==> config.mk <==
export PLATFORM = sky130hd
export DESIGN_NAME = lcd_serial_front
export DESIGN_NICKNAME = d
export VERILOG_FILES = /design/src/hdl/lcd_serial_pkg.sv /design/src/hdl/lcd_serial_front.sv
export SDC_FILE = /design/constraint.sdc
export NUM_CORES = 1
export LEC_CHECK = 0
export BUFFER_PORTS_ARGS = -buffer_cell sky130_fd_sc_hd__buf_2
export CORE_ASPECT_RATIO = 0.8
export CORE_MARGIN = 2
export CORE_UTILIZATION = 55
export CTS_CLUSTER_DIAMETER = 100
export DETAILED_ROUTE_END_ITERATION = 8
export HOLD_SLACK_MARGIN = 0.05
export PLACE_DENSITY = 0.77
export SYNTH_ARGS = -nofsm -noshare
export SYNTH_HDL_FRONTEND = slang
export SYNTH_SLANG_ARGS = --single-unit
==> constraint.sdc <==
create_clock -name ref_clk -period 3.1 [get_ports ref_clk]
set_input_delay 0.155 -clock ref_clk [delete_from_list [all_inputs] [get_ports ref_clk]]
set_output_delay 0.155 -clock ref_clk [all_outputs]
set_load 0.01 [all_outputs]
==> src/hdl/lcd_serial_pkg.sv <==
// Constants shared by the LCD serial write front end and blinker
package lcd_serial_pkg;
	typedef logic [1:0] drive_mode_t;
	localparam drive_mode_t MODE_QUAD   = 2'h0;
	localparam drive_mode_t MODE_STATIC = 2'h1;
	localparam drive_mode_t MODE_DUPLEX = 2'h2;
	localparam drive_mode_t MODE_TRI    = 2'h3;
	// Upper six bits of the seven-bit slave address
	localparam logic [5:0] ADDR_BASE     = 6'h1C;
	localparam int         CTRL_CONT_BIT = 7;
	localparam int         CTRL_RAM_BIT  = 6;
	localparam logic [3:0] OP_MODE_SET   = 4'hC;
	localparam logic [4:0] OP_DEV_SEL    = 5'h1C;
	localparam logic [5:0] OP_BANK_SEL   = 6'h3E;
	localparam logic [4:0] OP_BLINK      = 5'h1E;
	localparam int         ENABLE_BIT    = 3;
	localparam int         BIAS_BIT      = 2;
	localparam int         ALT_BIT       = 2;
	localparam int         IN_BANK_BIT   = 1;
	localparam int         OUT_BANK_BIT  = 0;
	localparam int         RATE_HI_BIT   = 1;
	localparam int         RATE_LO_BIT   = 0;
	localparam logic [11:0] BLINK_DIV_2HZ  = 12'h300;
	localparam logic [11:0] BLINK_DIV_1HZ  = 12'h600;
	localparam logic [11:0] BLINK_DIV_HALF = 12'hC00;
	localparam logic [4:0]  FRAME_DIV      = 5'h18;
	localparam drive_mode_t RST_MODE       = MODE_QUAD;
	localparam logic        RST_ENABLE     = 1'b0;
	localparam logic [1:0]  LOW_BANK_BASE  = 2'h0;
	localparam logic [1:0]  HIGH_BANK_BASE = 2'h2;
	localparam int          FIFO_WIDTH     = 10;
	localparam int          FIFO_DEPTH     = 8;
endpackage

==> src/hdl/lcd_serial_front.sv <==
// Serial write slave, bank steering, blinker and display byte FIFO
`timescale 1ns/10ps
`default_nettype none

module byte_fifo #(
	parameter int WIDTH = 10,
	parameter int DEPTH = 8
) (
	// Clock and reset
	input  wire logic             ref_clk,
	input  wire logic             rst,
	// Fill side
	input  wire logic [WIDTH-1:0] inData,
	input  wire logic             inValid,
	output logic                  inReady,
	// Drain side
	output logic      [WIDTH-1:0] outData,
	output logic                  outValid,
	input  wire logic             outReady
);
	localparam int AW = $clog2(DEPTH);
	logic [WIDTH-1:0] mem [DEPTH];
	logic [AW:0]      wrPtr;
	logic [AW:0]      rdPtr;
	logic [AW:0]      next_wrPtr;
	logic [AW:0]      next_rdPtr;
	logic             doPush;
	logic             doPop;

	generate
		if (DEPTH < 2 || (DEPTH & (DEPTH - 1)) != 0) begin : g_bad_depth
			$error("byte_fifo depth must be a power of two, at least 2");
		end
	endgenerate

	always_comb begin
		inReady = (wrPtr[AW] == rdPtr[AW]) || (wrPtr[AW-1:0] != rdPtr[AW-1:0]);
		outValid = wrPtr != rdPtr;
		outData = mem[rdPtr[AW-1:0]];
		doPush = inValid && inReady;
		doPop = outValid && outReady;
		next_wrPtr = doPush ? wrPtr + 1'b1 : wrPtr;
		next_rdPtr = doPop ? rdPtr + 1'b1 : rdPtr;
	end

	always_ff @(posedge ref_clk or posedge rst) begin
		if (rst) begin
			wrPtr <= '0;
			rdPtr <= '0;
		end else begin
			wrPtr <= next_wrPtr;
			rdPtr <= next_rdPtr;
		end
	end

	always_ff @(posedge ref_clk) begin
		if (doPush) begin
			mem[wrPtr[AW-1:0]] <= inData;
		end
	end
endmodule

// Function
// - Input bank high stores data at RAM bit 2, or bits 2 and 3.
// - Storage bank and display bank are separate, independently set states.
// - Blink rate divides clock by 768, 1536, 3072, or blinking is off.
// - Alternation blink swaps displayed bank each blink phase in static/duplex.
// - Host may toggle display enable; display blanks and restores to match.
// - START is data falling, STOP data rising, both with clock high.
// - One bit per clock pulse; data change while clock high is control.
// - Addressed device holds acknowledge low across the ninth clock pulse; a display byte for a full FIFO or a wrong subaddress gets none.
// - Any number of bytes may pass between START and STOP.
// - Receive-only slave; its only bus output is acknowledge lows.
// - Answers address byte 01110000 or 01110010, picked by select pin.
// - Read requests are neither acknowledged nor answered.
// - Selection combines slave address, command data and subaddress pins.
// - Data enters on input pin; acknowledge leaves on separate open drain.
// - Blink command: mode bit, two-bit rate 00 off, 01, 10, 11.
// - Three/four-backplane modes fall back to normal whole-display blinking.
// - Mode set enable bit: 0 blanks the display, 1 enables it.
// - Bank select sets storage and display banks; ignored in tri/quad modes.
module lcd_serial_front (
	// Clock and reset
	input  wire logic                   ref_clk,
	input  wire logic                   rst,
	// Serial bus
	input  wire logic                   sclIn,
	input  wire logic                   sdaIn,
	output logic                        ackOutputPin,
	output logic                        ackOutputPinOe,
	// Straps
	input  wire logic                   slaveAddrSelectPin,
	input  wire logic [2:0]             hwSubaddrPins,
	// Display byte stream
	output logic      [7:0]             ramData,
	output logic      [1:0]             ramBitBase,
	output logic                        ramValid,
	input  wire logic                   ramReady,
	// Display configuration and blink state
	output lcd_serial_pkg::drive_mode_t driveMode,
	output logic                        biasHalf,
	output logic                        displayEnable,
	output logic                        storeBank,
	output logic                        outBank,
	output logic                        showBank,
	output logic                        blankNow,
	output logic                        blinkPhase
);
	import lcd_serial_pkg::*;

	typedef enum logic [2:0] {
		ST_IDLE, ST_ADDR, ST_CTRL, ST_BYTE, ST_IGNORE
	} bus_state_e;

	logic sclS1, sclS2, sclD, sdaS1, sdaS2, sdaD;
	logic next_sclS2, next_sclD, next_sdaS2, next_sdaD;
	logic sclRise, sclFall, startSeen, stopSeen;
	bus_state_e state, next_state;
	logic [3:0] bitCnt, next_bitCnt;
	logic [7:0] shiftReg, next_shiftReg;
	logic ackPhase, next_ackPhase, ackDrive, next_ackDrive;
	logic ctrlCont, next_ctrlCont, ctrlRam, next_ctrlRam;
	logic byteDone, cmdStrobe, pushValid, pushReady, subMatch;
	drive_mode_t next_driveMode;
	logic next_biasHalf, next_displayEnable;
	logic next_storeBank, next_outBank;
	logic [2:0] subCount, next_subCount;
	logic blinkAlt, next_blinkAlt;
	logic [1:0] flashRateField, next_flashRateField;
	logic altCapable, alternate, frameTick;
	logic [4:0] frameCnt, next_frameCnt;
	logic [11:0] blinkCnt, next_blinkCnt;
	logic next_blinkPhase, next_showBank, next_blankNow;
	logic [1:0] bitBase;
	logic [FIFO_WIDTH-1:0] fifoOut;

	function automatic logic rate_phase(input logic [11:0] c,
			input logic [1:0] r);
		case (r)
			2'h1: rate_phase = (c % BLINK_DIV_2HZ) >= (BLINK_DIV_2HZ >> 1);
			2'h2: rate_phase = (c % BLINK_DIV_1HZ) >= (BLINK_DIV_1HZ >> 1);
			2'h3: rate_phase = c >= (BLINK_DIV_HALF >> 1);
			default: rate_phase = 1'b0;
		endcase
	endfunction

	// Line synchronisers and edge detection
	always_comb begin
		next_sclS2 = sclS1;
		next_sdaS2 = sdaS1;
		next_sclD = sclS2;
		next_sdaD = sdaS2;
		sclRise = sclS2 && !sclD;
		sclFall = !sclS2 && sclD;
		startSeen = sclS2 && sclD && sdaD && !sdaS2;
		stopSeen = sclS2 && sclD && !sdaD && sdaS2;
	end

	always_ff @(posedge ref_clk or posedge rst) begin
		if (rst) begin
			sclS1 <= 1'b1;
			sclS2 <= 1'b1;
			sclD <= 1'b1;
			sdaS1 <= 1'b1;
			sdaS2 <= 1'b1;
			sdaD <= 1'b1;
		end else begin
			sclS1 <= sclIn;
			sclS2 <= next_sclS2;
			sclD <= next_sclD;
			sdaS1 <= sdaIn;
			sdaS2 <= next_sdaS2;
			sdaD <= next_sdaD;
		end
	end

	// Bus receiver
	always_comb begin
		next_state = state;
		next_bitCnt = bitCnt;
		next_shiftReg = shiftReg;
		next_ackPhase = ackPhase;
		next_ackDrive = ackDrive;
		next_ctrlCont = ctrlCont;
		next_ctrlRam = ctrlRam;
		byteDone = 1'b0;
		cmdStrobe = 1'b0;
		pushValid = 1'b0;
		subMatch = subCount == hwSubaddrPins;
		if (startSeen || stopSeen) begin
			next_state = startSeen ? ST_ADDR : ST_IDLE;
			next_bitCnt = 4'h0;
			next_ackPhase = 1'b0;
			next_ackDrive = 1'b0;
		end else if (state != ST_IDLE && state != ST_IGNORE) begin
			if (sclRise && !ackPhase && bitCnt < 4'h8) begin
				next_shiftReg = {shiftReg[6:0], sdaS2};
				next_bitCnt = bitCnt + 4'h1;
			end
			if (sclFall && ackPhase) begin
				next_ackPhase = 1'b0;
				next_ackDrive = 1'b0;
				next_bitCnt = 4'h0;
			end else if (sclFall && bitCnt == 4'h8) begin
				byteDone = 1'b1;
				next_ackPhase = 1'b1;
				case (state)
					ST_ADDR: begin
						// Write to our address only; reads ignored
						if (shiftReg == {ADDR_BASE, slaveAddrSelectPin,
								1'b0}) begin
							next_ackDrive = 1'b1;
							next_state = ST_CTRL;
						end else begin
							next_ackPhase = 1'b0;
							next_state = ST_IGNORE;
						end
					end
					ST_CTRL: begin
						next_ackDrive = 1'b1;
						next_ctrlCont = shiftReg[CTRL_CONT_BIT];
						next_ctrlRam = shiftReg[CTRL_RAM_BIT];
						next_state = ST_BYTE;
					end
					ST_BYTE: begin
						if (ctrlRam) begin
							pushValid = subMatch;
							next_ackDrive = subMatch && pushReady;
						end else begin
							cmdStrobe = 1'b1;
							next_ackDrive = 1'b1;
						end
						// No byte limit inside one transfer
						next_state = ctrlCont ? ST_CTRL : ST_BYTE;
					end
					default: next_state = ST_IDLE;
				endcase
			end
		end
	end

	always_ff @(posedge ref_clk or posedge rst) begin
		if (rst) begin
			state <= ST_IDLE;
			bitCnt <= 4'h0;
			shiftReg <= 8'h00;
			ackPhase <= 1'b0;
			ackDrive <= 1'b0;
			ctrlCont <= 1'b0;
			ctrlRam <= 1'b0;
		end else begin
			state <= next_state;
			bitCnt <= next_bitCnt;
			shiftReg <= next_shiftReg;
			ackPhase <= next_ackPhase;
			ackDrive <= next_ackDrive;
			ctrlCont <= next_ctrlCont;
			ctrlRam <= next_ctrlRam;
		end
	end

	// Open drain acknowledge: only ever pulls low
	assign ackOutputPin = 1'b0;
	assign ackOutputPinOe = ackDrive;

	// Command execution
	always_comb begin
		next_driveMode = driveMode;
		next_biasHalf = biasHalf;
		next_displayEnable = displayEnable;
		next_subCount = subCount;
		next_storeBank = storeBank;
		next_outBank = outBank;
		next_blinkAlt = blinkAlt;
		next_flashRateField = flashRateField;
		altCapable = driveMode == MODE_STATIC || driveMode == MODE_DUPLEX;
		if (cmdStrobe) begin
			if (shiftReg[7:4] == OP_MODE_SET) begin
				next_displayEnable = shiftReg[ENABLE_BIT];
				next_biasHalf = shiftReg[BIAS_BIT];
				next_driveMode = shiftReg[1:0];
			end else if (shiftReg[7:3] == OP_DEV_SEL) begin
				next_subCount = shiftReg[2:0];
			end else if (shiftReg[7:2] == OP_BANK_SEL) begin
				if (altCapable) begin
					next_storeBank = shiftReg[IN_BANK_BIT];
					next_outBank = shiftReg[OUT_BANK_BIT];
				end
			end else if (shiftReg[7:3] == OP_BLINK) begin
				next_blinkAlt = shiftReg[ALT_BIT];
				next_flashRateField = {shiftReg[RATE_HI_BIT],
					shiftReg[RATE_LO_BIT]};
			end
		end
		bitBase = (storeBank && altCapable) ? HIGH_BANK_BASE
			: LOW_BANK_BASE;
	end

	always_ff @(posedge ref_clk or posedge rst) begin
		if (rst) begin
			driveMode <= RST_MODE;
			biasHalf <= 1'b0;
			displayEnable <= RST_ENABLE;
			subCount <= 3'h0;
			storeBank <= 1'b0;
			outBank <= 1'b0;
			blinkAlt <= 1'b0;
			flashRateField <= 2'h0;
		end else begin
			driveMode <= next_driveMode;
			biasHalf <= next_biasHalf;
			displayEnable <= next_displayEnable;
			subCount <= next_subCount;
			storeBank <= next_storeBank;
			outBank <= next_outBank;
			blinkAlt <= next_blinkAlt;
			flashRateField <= next_flashRateField;
		end
	end

	// Blinker
	always_comb begin
		frameTick = frameCnt == FRAME_DIV - 5'h1;
		next_frameCnt = frameTick ? 5'h00 : frameCnt + 5'h01;
		next_blinkCnt = (blinkCnt == BLINK_DIV_HALF - 12'h001) ? 12'h000
			: blinkCnt + 12'h001;
		next_blinkPhase = frameTick ? rate_phase(blinkCnt, flashRateField)
			: blinkPhase;
		alternate = blinkAlt && altCapable;
		next_showBank = outBank ^ (alternate && blinkPhase);
		next_blankNow = !displayEnable || (!alternate && blinkPhase);
	end

	always_ff @(posedge ref_clk or posedge rst) begin
		if (rst) begin
			frameCnt <= 5'h00;
			blinkCnt <= 12'h000;
			blinkPhase <= 1'b0;
			showBank <= 1'b0;
			blankNow <= 1'b1;
		end else begin
			frameCnt <= next_frameCnt;
			blinkCnt <= next_blinkCnt;
			blinkPhase <= next_blinkPhase;
			showBank <= next_showBank;
			blankNow <= next_blankNow;
		end
	end

	byte_fifo #(
		.WIDTH(FIFO_WIDTH),
		.DEPTH(FIFO_DEPTH)
	) u_fifo (
		.ref_clk (ref_clk),
		.rst     (rst),
		.inData  ({bitBase, shiftReg}),
		.inValid (pushValid),
		.inReady (pushReady),
		.outData (fifoOut),
		.outValid(ramValid),
		.outReady(ramReady)
	);
	assign ramData = fifoOut[7:0];
	assign ramBitBase = fifoOut[9:8];
endmodule

`default_nettype wire

# After elaboration in Yosys (flattened, before gate mapping)
# Memory sizes are Yosys's and may differ from the RTL's.
# Cells that the tools add are included.
dict set report word_totals {
  ff_bits 65
  latchBits 0
  ram_bits 80
  romBits 0
  input_bits 9
  output_inout_bits 22
  word_cells 158
  mem_count 1
}
dict set report classes {
  add_sub_neg 5
  multipliers 0
  n_div 2
  n_lt_le_gt_ge 4
  n_eq_ne 23
  n_shift 0
  muxes 43
  bitwise_logic 6
  reduce_logical 46
}
# name depth word_bits rd rd_clocked_by_memory_dff write_ports line_no
set mem_list {}
lappend mem_list {u_fifo.mem 8 10 1 0 1 lcd_serial_front.sv:22} ;# logic [WIDTH-1:0] mem [DEPTH];
# cell n
set ops {}
lappend ops {{1-bit two-way mux} 28}
lappend ops {{1-bit logical AND} 19}
lappend ops {{4-bit two-way mux} 4}
lappend ops {{5-bit equality test, second input constant} 3}
lappend ops {{3-bit two-way mux} 5}
lappend ops {{5-bit AND reduction} 3}
lappend ops {{12-bit by 1-bit adder with 12-bit output, second input constant} 1}
lappend ops {{4-bit by 1-bit adder with 4-bit output, second input constant} 3}
lappend ops {{12-bit equality test, second input constant} 1}
lappend ops {{12-bit by 10-bit >= comparator with 1-bit output, second input constant} 1}
lappend ops {{12-bit by 11-bit >= comparator with 1-bit output, second input constant} 1}
lappend ops {{12-bit by 9-bit >= comparator with 1-bit output, second input constant} 1}
lappend ops {{12-bit by 10-bit modulo with 12-bit output, second input constant} 1}
lappend ops {{12-bit by 11-bit modulo with 12-bit output, second input constant} 1}
lappend ops {{12-bit two-way mux} 1}
lappend ops {{3-bit case mux with 3 select lines} 1}
lappend ops {{3-bit AND reduction} 3}
lappend ops {{3-bit nonzero test} 3}
lappend ops {{4-bit equality test, second input constant} 2}
lappend ops {{8-bit by 7-bit equality test with 1-bit output} 1}
lappend ops {{1-bit zero test} 7}
lappend ops {{2-bit equality test, second input constant} 3}
lappend ops {{3-bit by 2-bit equality test with 1-bit output, second input constant} 2}
lappend ops {{6-bit equality test, second input constant} 1}
lappend ops {{other kinds (21)} 33}

# Logic depth before layout (Yosys ltp)
# Gate-level depths: netlist of the first run.
dict set report depth {
  depth_word 10
  mapped_depth 8
  mapped_depth_nobuf 7
}

# By module
# Synthesis of the first run repeated with hierarchy kept, for this count alone.
dict set report hier_totals {
  hier_cells 424
  area_unflattened_um2 6407.4
}
# module n_inst cells_each area_per_inst_um2 seq_area_each_um2
set modules_own_cells {}
lappend modules_own_cells {byte_fifo 1 179 3678.5 2602.5}
lappend modules_own_cells {lcd_serial_front 1 245 2728.9 1435.1}

# Worst setup path after synthesis of the first run
# OpenSTA, ideal clock, no wires.
dict set report synth_path {
  path_type {register -> register}
  start {reg bitCnt[0]}
  end {mem u_fifo.mem[2][0], enable pin}
  setup_ns 0.403
  arrival_time_ns 2.624
  required_ns 2.697
  slack_ns 0.073
  stages_incl_launch_ff 8
  path_buffers 1
  period_less_slack_ns 3.027
  cell_sequence {dfrtp_1 > inv_1 > ha_1 > and3b_1 > nand3_2 > or4b_1 > buf_2 > nor4b_1}
}
dict set report synth_between {
  elab_chain_cells 9
}
# element line_no
set synth_rtl {}
lappend synth_rtl {{start: declaration} lcd_serial_front.sv:119} ;# logic [3:0] bitCnt, next_bitCnt;
lappend synth_rtl {{start signal: assignment} lcd_serial_front.sv:253} ;# bitCnt <= next_bitCnt;
lappend synth_rtl {{4-bit equality test} lcd_serial_front.sv:204} ;# end else if (sclFall && bitCnt == 4'h8) begin
lappend synth_rtl {{1-bit logical AND} lcd_serial_front.sv:204}
lappend synth_rtl {{1-bit two-way mux} lcd_serial_front.sv:204}
lappend synth_rtl {{1-bit two-way mux} lcd_serial_front.sv:200} ;# if (sclFall && ackPhase) begin
lappend synth_rtl {{1-bit two-way mux} lcd_serial_front.sv:195} ;# end else if (state != ST_IDLE && state != ST_IGNORE) begin
lappend synth_rtl {{1-bit two-way mux} lcd_serial_front.sv:190} ;# if (startSeen || stopSeen) begin
lappend synth_rtl {{1-bit logical AND} lcd_serial_front.sv:40} ;# doPush = inValid && inReady;
lappend synth_rtl {{1-bit two-way mux} lcd_serial_front.sv:57} ;# if (doPush) begin
lappend synth_rtl {{1-bit two-way mux (not written as such)} lcd_serial_front.sv:58} ;# mem[wrPtr[AW-1:0]] <= inData;
lappend synth_rtl {{end: declaration} lcd_serial_front.sv:22}
# No other way between the ends.

# Final worst setup path of the first run
dict set report layout_path {
  start {reg bitCnt[0]}
  end {mem u_fifo.mem[5][1], enable pin}
}
# Same word-level chain as after synthesis.

==> impl_metrics.py, run 1 <==
metrics = {
    "run_status": {
        "status": "completed",
    },
    "yosys": {
        "syn_area_per_cell_um2": 14.52,
        "ys_seq_area_share_pct": 64.88,
        "yosys_warnings": 0,
        "async_reset_ff_share_pct": 47.45,
        "ys_types": 55,
        "synth-edff-count": 72,
        "synthCells": 403,
        "synth_ff_type": "edfxtp_1",
        "ys_ff_latch": 137,
        "netlist_area_mm2": 0.005853,
    },
    "floorplan": {
        "die_w_um": 119.3,
        "core.rowCount": 33,
        "die_y_um": 96.27,
        "start_util_pct": 56.70,
        "fp.dieArea_mm2": 0.01149,
        "core_mm2": 0.01032,
        "io_pins": 31,
    },
    "global_routing": {
        "grt_pass1_wl_um": 18890,
        "grt_overflow": 0,
        "grt_use_total_pct": 22.43,
        "grt_max_degree": 66,
        "grt_pass1_vias": 3536,
        "antenna_found_initial": 0,
    },
    "worst_setup_path": {
        "startpoint_type": "flop",
        "cp.arrival_ns": 2.93,
        "worstSetupPathType": "reg -> reg",
        "cpPeakStageDelay_ns": 0.60,
        "critPathTopFamily": "simple AND/OR/NAND/NOR gates",
        "ff2ff_path_depth": 8,
        "cp_num_buf_inv": 2,
        "crit_fanout": 5,
        "cp_num_cells": 8,
        "cp_slowest_cell": "or4b_1",
        "worstSetupEndpointType": "flop",
        "path_cells": "inv_1 -> ha_1 -> and3b_1 -> nand3_2 -> or4b_1 -> or2_2 -> nor3b_1 -> buf_4",
        "worst_ep_required_time_ns": 3.22,
    },
    "timing": {
        "rsz0062_at_grt": "false",
        "skew_ns": 0.006539,
        "setup_viol": 0,
        "tightest_slew_ns": 0.8031,
        "fin_tns_setup_ns": 0,
        "drv_slew": 0,
        "max_freq_mhz": 355.9,
        "period_needed_ns": 2.810,
        "slew-limit-headroom_pct": 46.46,
        "period_share_pct": 90.63,
        "hold_violations": 0,
    },
    "clocking": {
        "cts_tree": "yes",
        "clk_pin_slew_ns": 0.05,
        "ctsHtreeMaxLevel": 4,
        "cts_made_buffers": 17,
        "cts_root_buf": "clkbuf_16",
        "post-cts-setup-buffers": 0,
        "cts_buffer_depth": 2,
        "cts_resized": 0,
        "cts.sinks": 137,
        "clk_latency_ns": 0.41,
    },
    "cells_and_area": {
        "fin_area_mm2": 0.006839,
        "nNetsFinal": 470,
        "drive_gt1_share_pct": 28.48,
        "syn2layout_area_growth_pct": 16.84,
        "regArea_mm2": 0.003797,
        "fill_cells": 724,
        "n_antenna_cell": 0,
        "multi_input_comb_area_mm2": 0.001962,
        "final_cell_mix": "72 x edfxtp_1, 58 x dfrtp_1, 42 x nand2_1",
        "layout_commonest_cell": "edfxtp_1",
    },
    "placed_design": {
        "io_buffers": 28,
        "dp_hpwl_um": 7629,
        "routabilityCongestion": 0.8349,
        "dpl_cell_area_mm2": 0.006243,
    },
    "power": {
        "max-vdd-ir-drop_mv": 0.3895,
        "power.leakage_nw": 2.806,
        "p_per_area_mw_per_mm2": 761.1,
    },
    "routing": {
        "wl_per_cell_um": 19.12,
        "wl_um": 11600,
        "drt-initial-drc-count": 322,
        "via_per_inst": 5.662,
        "route.detailed.drc": 0,
        "antenna_left": 0,
        "num_vias": 3437,
        "drt_pass1_iterations": 4,
    },
    "hold_path": {
        "hold_class": "in -> reg",
        "min_path_cells": 3,
    },
    "run": {
        "drv_cap": 0,
    },
}
-- worst paths after layout --
path | startpoint | end | slack (ns)
min in group asynchronous | rst | blinkCnt[6] | 0.53
setup / recovery | bitCnt[0] | u_fifo.mem[5][1] | 0.29
setup reg to reg | bitCnt[0] | u_fifo.mem[5][1] | 0.29
hold reg to reg | next_sclS2 | next_sclD | 0.36
hold / removal | ramReady | u_fifo.rdPtr[2] | 0.11
max in group asynchronous | rst | ctrlCont | 2.06
-- per-layer routing --
metal	share of wire, %	track usage [%]	up-vias
li1	-	-	1580
met1	45	28.96	1739
met2	49	37.16	97
met3	4.4	6.398	21
met4	1.7	7.843	0
met5	0	0	-
-- synth_stat cells (all sizes together) (5+ instances only) --
master / n / area [um^2]
a21oi: 5 / 25.02
and3: 5 / 31.28
buf: 6 / 32.53
clkbuf: 11 / 42.54
dfrtp: 58 / 1451
dfstp: 7 / 183.9
edfxtp: 72 / 2162
ha: 7 / 87.58
inv: 11 / 41.29
mux2: 26 / 304.0
mux4: 18 / 405.4
nand2: 42 / 157.7
nand3: 13 / 70.07
nor2: 19 / 71.32
nor2b: 6 / 37.54
nor3: 6 / 30.03
o21ai: 7 / 35.03
xnor2: 15 / 131.4
xor2: 14 / 122.6
-- registers in the layout, summed over array words and instances (netlist names), 2 cells and up --
signal	count
u_fifo.mem	72
blinkCnt	12
shiftReg	8
frameCnt	5
bitCnt	4
u_fifo.rdPtr	4
u_fifo.wrPtr	4
state	3
subCount	3
driveMode	2
flashRateField	2
-- per-stage QoR --
| step | cells | hold WS (ns) | setup slack (ns) | power, mW | utilization, % |
|---|---|---|---|---|---|
| finish | 607 | 0.1117 | 0.2904 | 5.205 | 66.25 |
| global route | 607 | 0.1168 | 0.1207 | 5.422 | 66.25 |
| CTS | 607 | 0.08986 | 0.3027 | 5.241 | 66.25 |
| detailed placement | 572 | 0.2612 | 0.3698 | 3.314 | 60.48 |
| global placement | 572 | 0.2600 | 0.4629 | 3.274 | 60.48 |
| floorplan | 404 | 0.1595 | 0.07325 | 2.972 | - |
-- timing repair --
| action | 4_1_cts | 5_1_grt |
|---|---|---|
| setup endpoints to repair | 0 | 0 |
| hold buffers | 3 | 0 |
| hold endpoints to repair | 60 | 0 |
-- cell type report --
class,instances,area share (%)
Tap cell,140,2.561
Clock buffer,22,6.787
Clock inverter,10,1.482
Inverter,11,0.6037
Timing Repair Buffer,48,4.354
Multi-Input combinational cell,239,28.69
Sequential cell,137,55.53
-- worst min-delay path, cell delays in order --
cell,delay (ns)
buf_2,0.10
and3_1,0.16
xor2_1,0.06
-- cell families (layout without fill, tap and decap cells) --
| group | after synthesis | in the layout | synth area share (%) |
|---|---|---|---|
| compound gates | 30 | 30 | 3.335 |
| xor+xnor | 29 | 29 | 4.340 |
| fa+ha+maj | 8 | 8 | 1.667 |
| buf+inv | 28 | 91 | 1.988 |
| flops | 137 | 137 | 64.88 |
| mux | 46 | 46 | 12.46 |
| other cells | 1 | 2 | 0.06407 |
| simple gates | 124 | 124 | 11.27 |
-- where the power goes --
| part | internal [mW] | total [mW] | switching, mW | leakage (nW) |
|---|---|---|---|---|
| Combinational | 0.471 | 0.910 | 0.439 | 1.01 |
| Clock | 1.21 | 1.93 | 0.713 | 0.272 |
| Sequential | 2.12 | 2.37 | 0.249 | 1.52 |
| Total | 3.80 | 5.20 | 1.40 | 2.81 |
Power figures use the tool's default switching activity.
==> run 2: changes to the inputs <==
--- a/config.mk
+++ b/config.mk
@@ -12,7 +12,8 @@
 export CTS_CLUSTER_DIAMETER = 100
 export DETAILED_ROUTE_END_ITERATION = 8
 export HOLD_SLACK_MARGIN = 0.05
-export PLACE_DENSITY = 0.77
+export PLACE_DENSITY = 0.75
 export SYNTH_ARGS = -nofsm -noshare
 export SYNTH_HDL_FRONTEND = slang
+export SYNTH_HIERARCHICAL = 1
 export SYNTH_SLANG_ARGS = --single-unit
==> impl_metrics.py, run 2 <==
metrics = {
    "hold_path": {
        "hold_class": "in -> async",
    },
    "yosys": {
        "netlist_area_mm2": 0.006407,
        "ys_ff_latch": 145,
        "synth_area_leaders": "edfxtp_1 37%, dfrtp_1 23%, mux2_2 5.8%",
        "yosysMostFrequentCell": "edfxtp_1",
        "synth_top_area_share_pct": 37.49,
        "ys_seq_area_share_pct": 63.02,
        "synth_common_cells": "80 x edfxtp_1, 58 x dfrtp_1, 33 x mux2_2",
        "synth_ff_type": "edfxtp_1",
        "synth_top_area_cell": "edfxtp_1",
        "syn_area_per_cell_um2": 15.11,
        "synthCells": 424,
        "synth-edff-count": 80,
        "async_reset_ff_share_pct": 44.83,
        "ys_types": 59,
        "yosys_warnings": 6,
    },
    "cells_and_area": {
        "nNetsFinal": 499,
        "drive_gt1_share_pct": 27.22,
        "layout.cells.non_filler": 644,
        "largest_reg_flops": 80,
        "regArea_mm2": 0.004038,
        "fill_cells": 787,
        "layout_commonest_cell": "edfxtp_1",
        "final_cell_mix": "80 x edfxtp_1, 58 x dfrtp_1, 33 x mux2_2",
        "syn2layout_area_growth_pct": 16.36,
        "multi_input_comb_area_mm2": 0.002258,
        "n_antenna_cell": 0,
    },
    "worst_setup_path": {
        "cp_num_buf_inv": 3,
        "crit_fanout": 10,
        "path_cells": "inv_1 -> ha_1 -> nand2b_1 -> nor3_1 -> nand2_1 -> nor3_1 -> buf_4 -> nand2_1 -> nor3_1 -> buf_4",
        "startpoint_type": "flop",
        "cpPeakStageDelay_ns": 0.39,
        "critPathTopFamily": "simple AND/OR/NAND/NOR gates",
        "worst_ep_required_time_ns": 3.21,
        "worstSetupPathType": "reg -> reg",
        "cp.arrival_ns": 2.55,
        "cp_slowest_cell": "dfrtp_1",
        "worstSetupEndpointType": "flop",
        "cp_common_cell": "nor3_1",
    },
    "floorplan": {
        "start_util_pct": 56.06,
        "die_y_um": 100.5,
        "core.rowCount": 35,
        "core_mm2": 0.01143,
        "die_w_um": 124.7,
        "fp.dieArea_mm2": 0.01253,
        "io_pins": 31,
    },
    "clocking": {
        "cts_made_buffers": 17,
        "cts_tree": "yes",
        "clk_latency_ns": 0.41,
        "cts.sinks": 145,
        "cts_buffer_depth": 2,
        "ctsHoldBuffers": 4,
        "cts_resized": 0,
        "cts_root_buf": "clkbuf_16",
        "ctsHtreeMaxLevel": 4,
        "clk_pin_slew_ns": 0.06,
        "post-cts-setup-buffers": 0,
    },
    "placed_design": {
        "dp_cells": 608,
        "dp_hpwl_um": 7708,
        "routabilityCongestion": 0.8574,
        "io_buffers": 29,
    },
    "power": {
        "pwr-share-comb_pct": 4.2,
        "power.leakage_nw": 2.906,
        "max-vdd-ir-drop_mv": 0.4954,
        "switching_share_pct": 21.99,
        "intPower_mw": 3.744,
        "sequentialPowerShare_pct": 51.3,
        "p_clk_share_pct": 44.5,
        "p_per_area_mw_per_mm2": 643.6,
        "power_switching_mw": 1.055,
    },
    "routing": {
        "num_vias": 3653,
        "wl_per_cell_um": 18.29,
        "wl_um": 11780,
        "route.detailed.drc": 0,
        "antenna_left": 0,
        "drt_pass1_iterations": 4,
        "via_per_inst": 5.672,
        "drt-initial-drc-count": 236,
    },
    "global_routing": {
        "grt_max_degree": 38,
        "antenna_found_initial": 0,
        "grt_pass1_wl_um": 19170,
        "grt_use_total_pct": 20.23,
        "grt_pass1_vias": 3717,
        "grt_overflow": 0,
    },
    "timing": {
        "hold_violations": 0,
        "rsz0062_at_grt": "false",
        "tightest_slew_ns": 0.7719,
        "skew_ns": 0.007532,
        "setup_viol": 0,
        "drv_slew": 0,
        "max_freq_mhz": 410.0,
        "period_share_pct": 78.68,
        "fin_tns_setup_ns": 0,
        "period_needed_ns": 2.439,
        "slew-limit-headroom_pct": 48.46,
    },
    "run_status": {
        "status": "completed",
    },
    "run": {
        "drv_cap": 0,
    },
}
run 2: cell count changes in the layout (fill, tap and decap cells not counted), moves of 5 or more:
cell      change
nand2_1      -20
mux2_2       +10
mux4_1        +9
edfxtp_1      +8
conb_1        +7
mux4_2        -7
inv_1         +5
nor3_1        +5
run 2: cell type report:
cell class              count  area share, %
clock buffers              19          5.806
clock inverters            13          2.568
inverters                  16         0.8055
multi-input cells         256          30.29
flip-flops and latches    145          54.15
well taps                 148          2.484
repair buffers             47          3.893
run 2: path summary, 6_finish.rpt:
check	startpoint	end	slack, ns	depth (start not counted)
max in group asynchronous	rst	sdaD	1.83	4
min in group ref_clk	hwSubaddrPins[2]	ackOutputPinOe	0.26	4
max reg2reg	bitCnt[0]	u_fifo/mem[3][2]	0.66	10
min	rst	u_fifo/wrPtr[3]	0.25	3
max	bitCnt[0]	u_fifo/mem[3][2]	0.66	10
min reg2reg	next_sdaS2	next_sdaD	0.36	0
run 2: layer usage:
layer | vias up | share of wire, % | GRT usage, %
met4 | 0 | 1.4 | 8.211
li1 | 1713 | - | -
met1 | 1854 | 46 | 28.09
met3 | 16 | 3.8 | 4.352
met2 | 70 | 48 | 31.78
met5 | - | 0 | 0
run 2: cells by family after synthesis:
| kind of cell | Yosys count | share of synthesized area (%) |
|---|---|---|
| flops | 145 | 63.01 |
| simple gates | 110 | 9.647 |
| mux | 56 | 13.86 |
| compound gates | 45 | 5.155 |
| buf+inv | 31 | 2.499 |
| xor+xnor | 28 | 4.238 |
| fa+ha+maj | 8 | 1.523 |
| other cells | 1 | 0.05853 |
run 2: per-stage QoR:
stage	instance area [um^2]	util (%)	power (mW)	hold slack (ns)	worst slack, ns
2_1_floorplan	6437	-	2.564	-0.02934	0.002808
6_report	7456	65.23	4.799	0.2473	0.6608
4_1_cts	7456	65.23	4.838	0.2402	0.6196
3_5_place_dp	6792	59.42	2.697	0.1416	0.7210
3_3_place_gp	6792	59.42	2.676	0.1358	0.7645
5_1_grt	7456	65.23	4.985	0.2736	0.4530
run 2: worst register-to-register path: cells and delay by family (launching register included):
family	cells	cell delay [ns]
flops	1	0.39
simple gates	6	1.04
buf+inv	3	0.54
fa+ha+maj	1	0.16
run 2: power by group through the flow:
stage / registers [mW] / logic [mW] / clock network [mW]
after floorplan: 2.40 / 0.165 / 0
after global placement: 2.48 / 0.191 / 0
after detailed placement: 2.50 / 0.201 / 0
after CTS: 2.46 / 0.206 / 2.17
after global routing: 2.49 / 0.235 / 2.26
final: 2.46 / 0.203 / 2.14
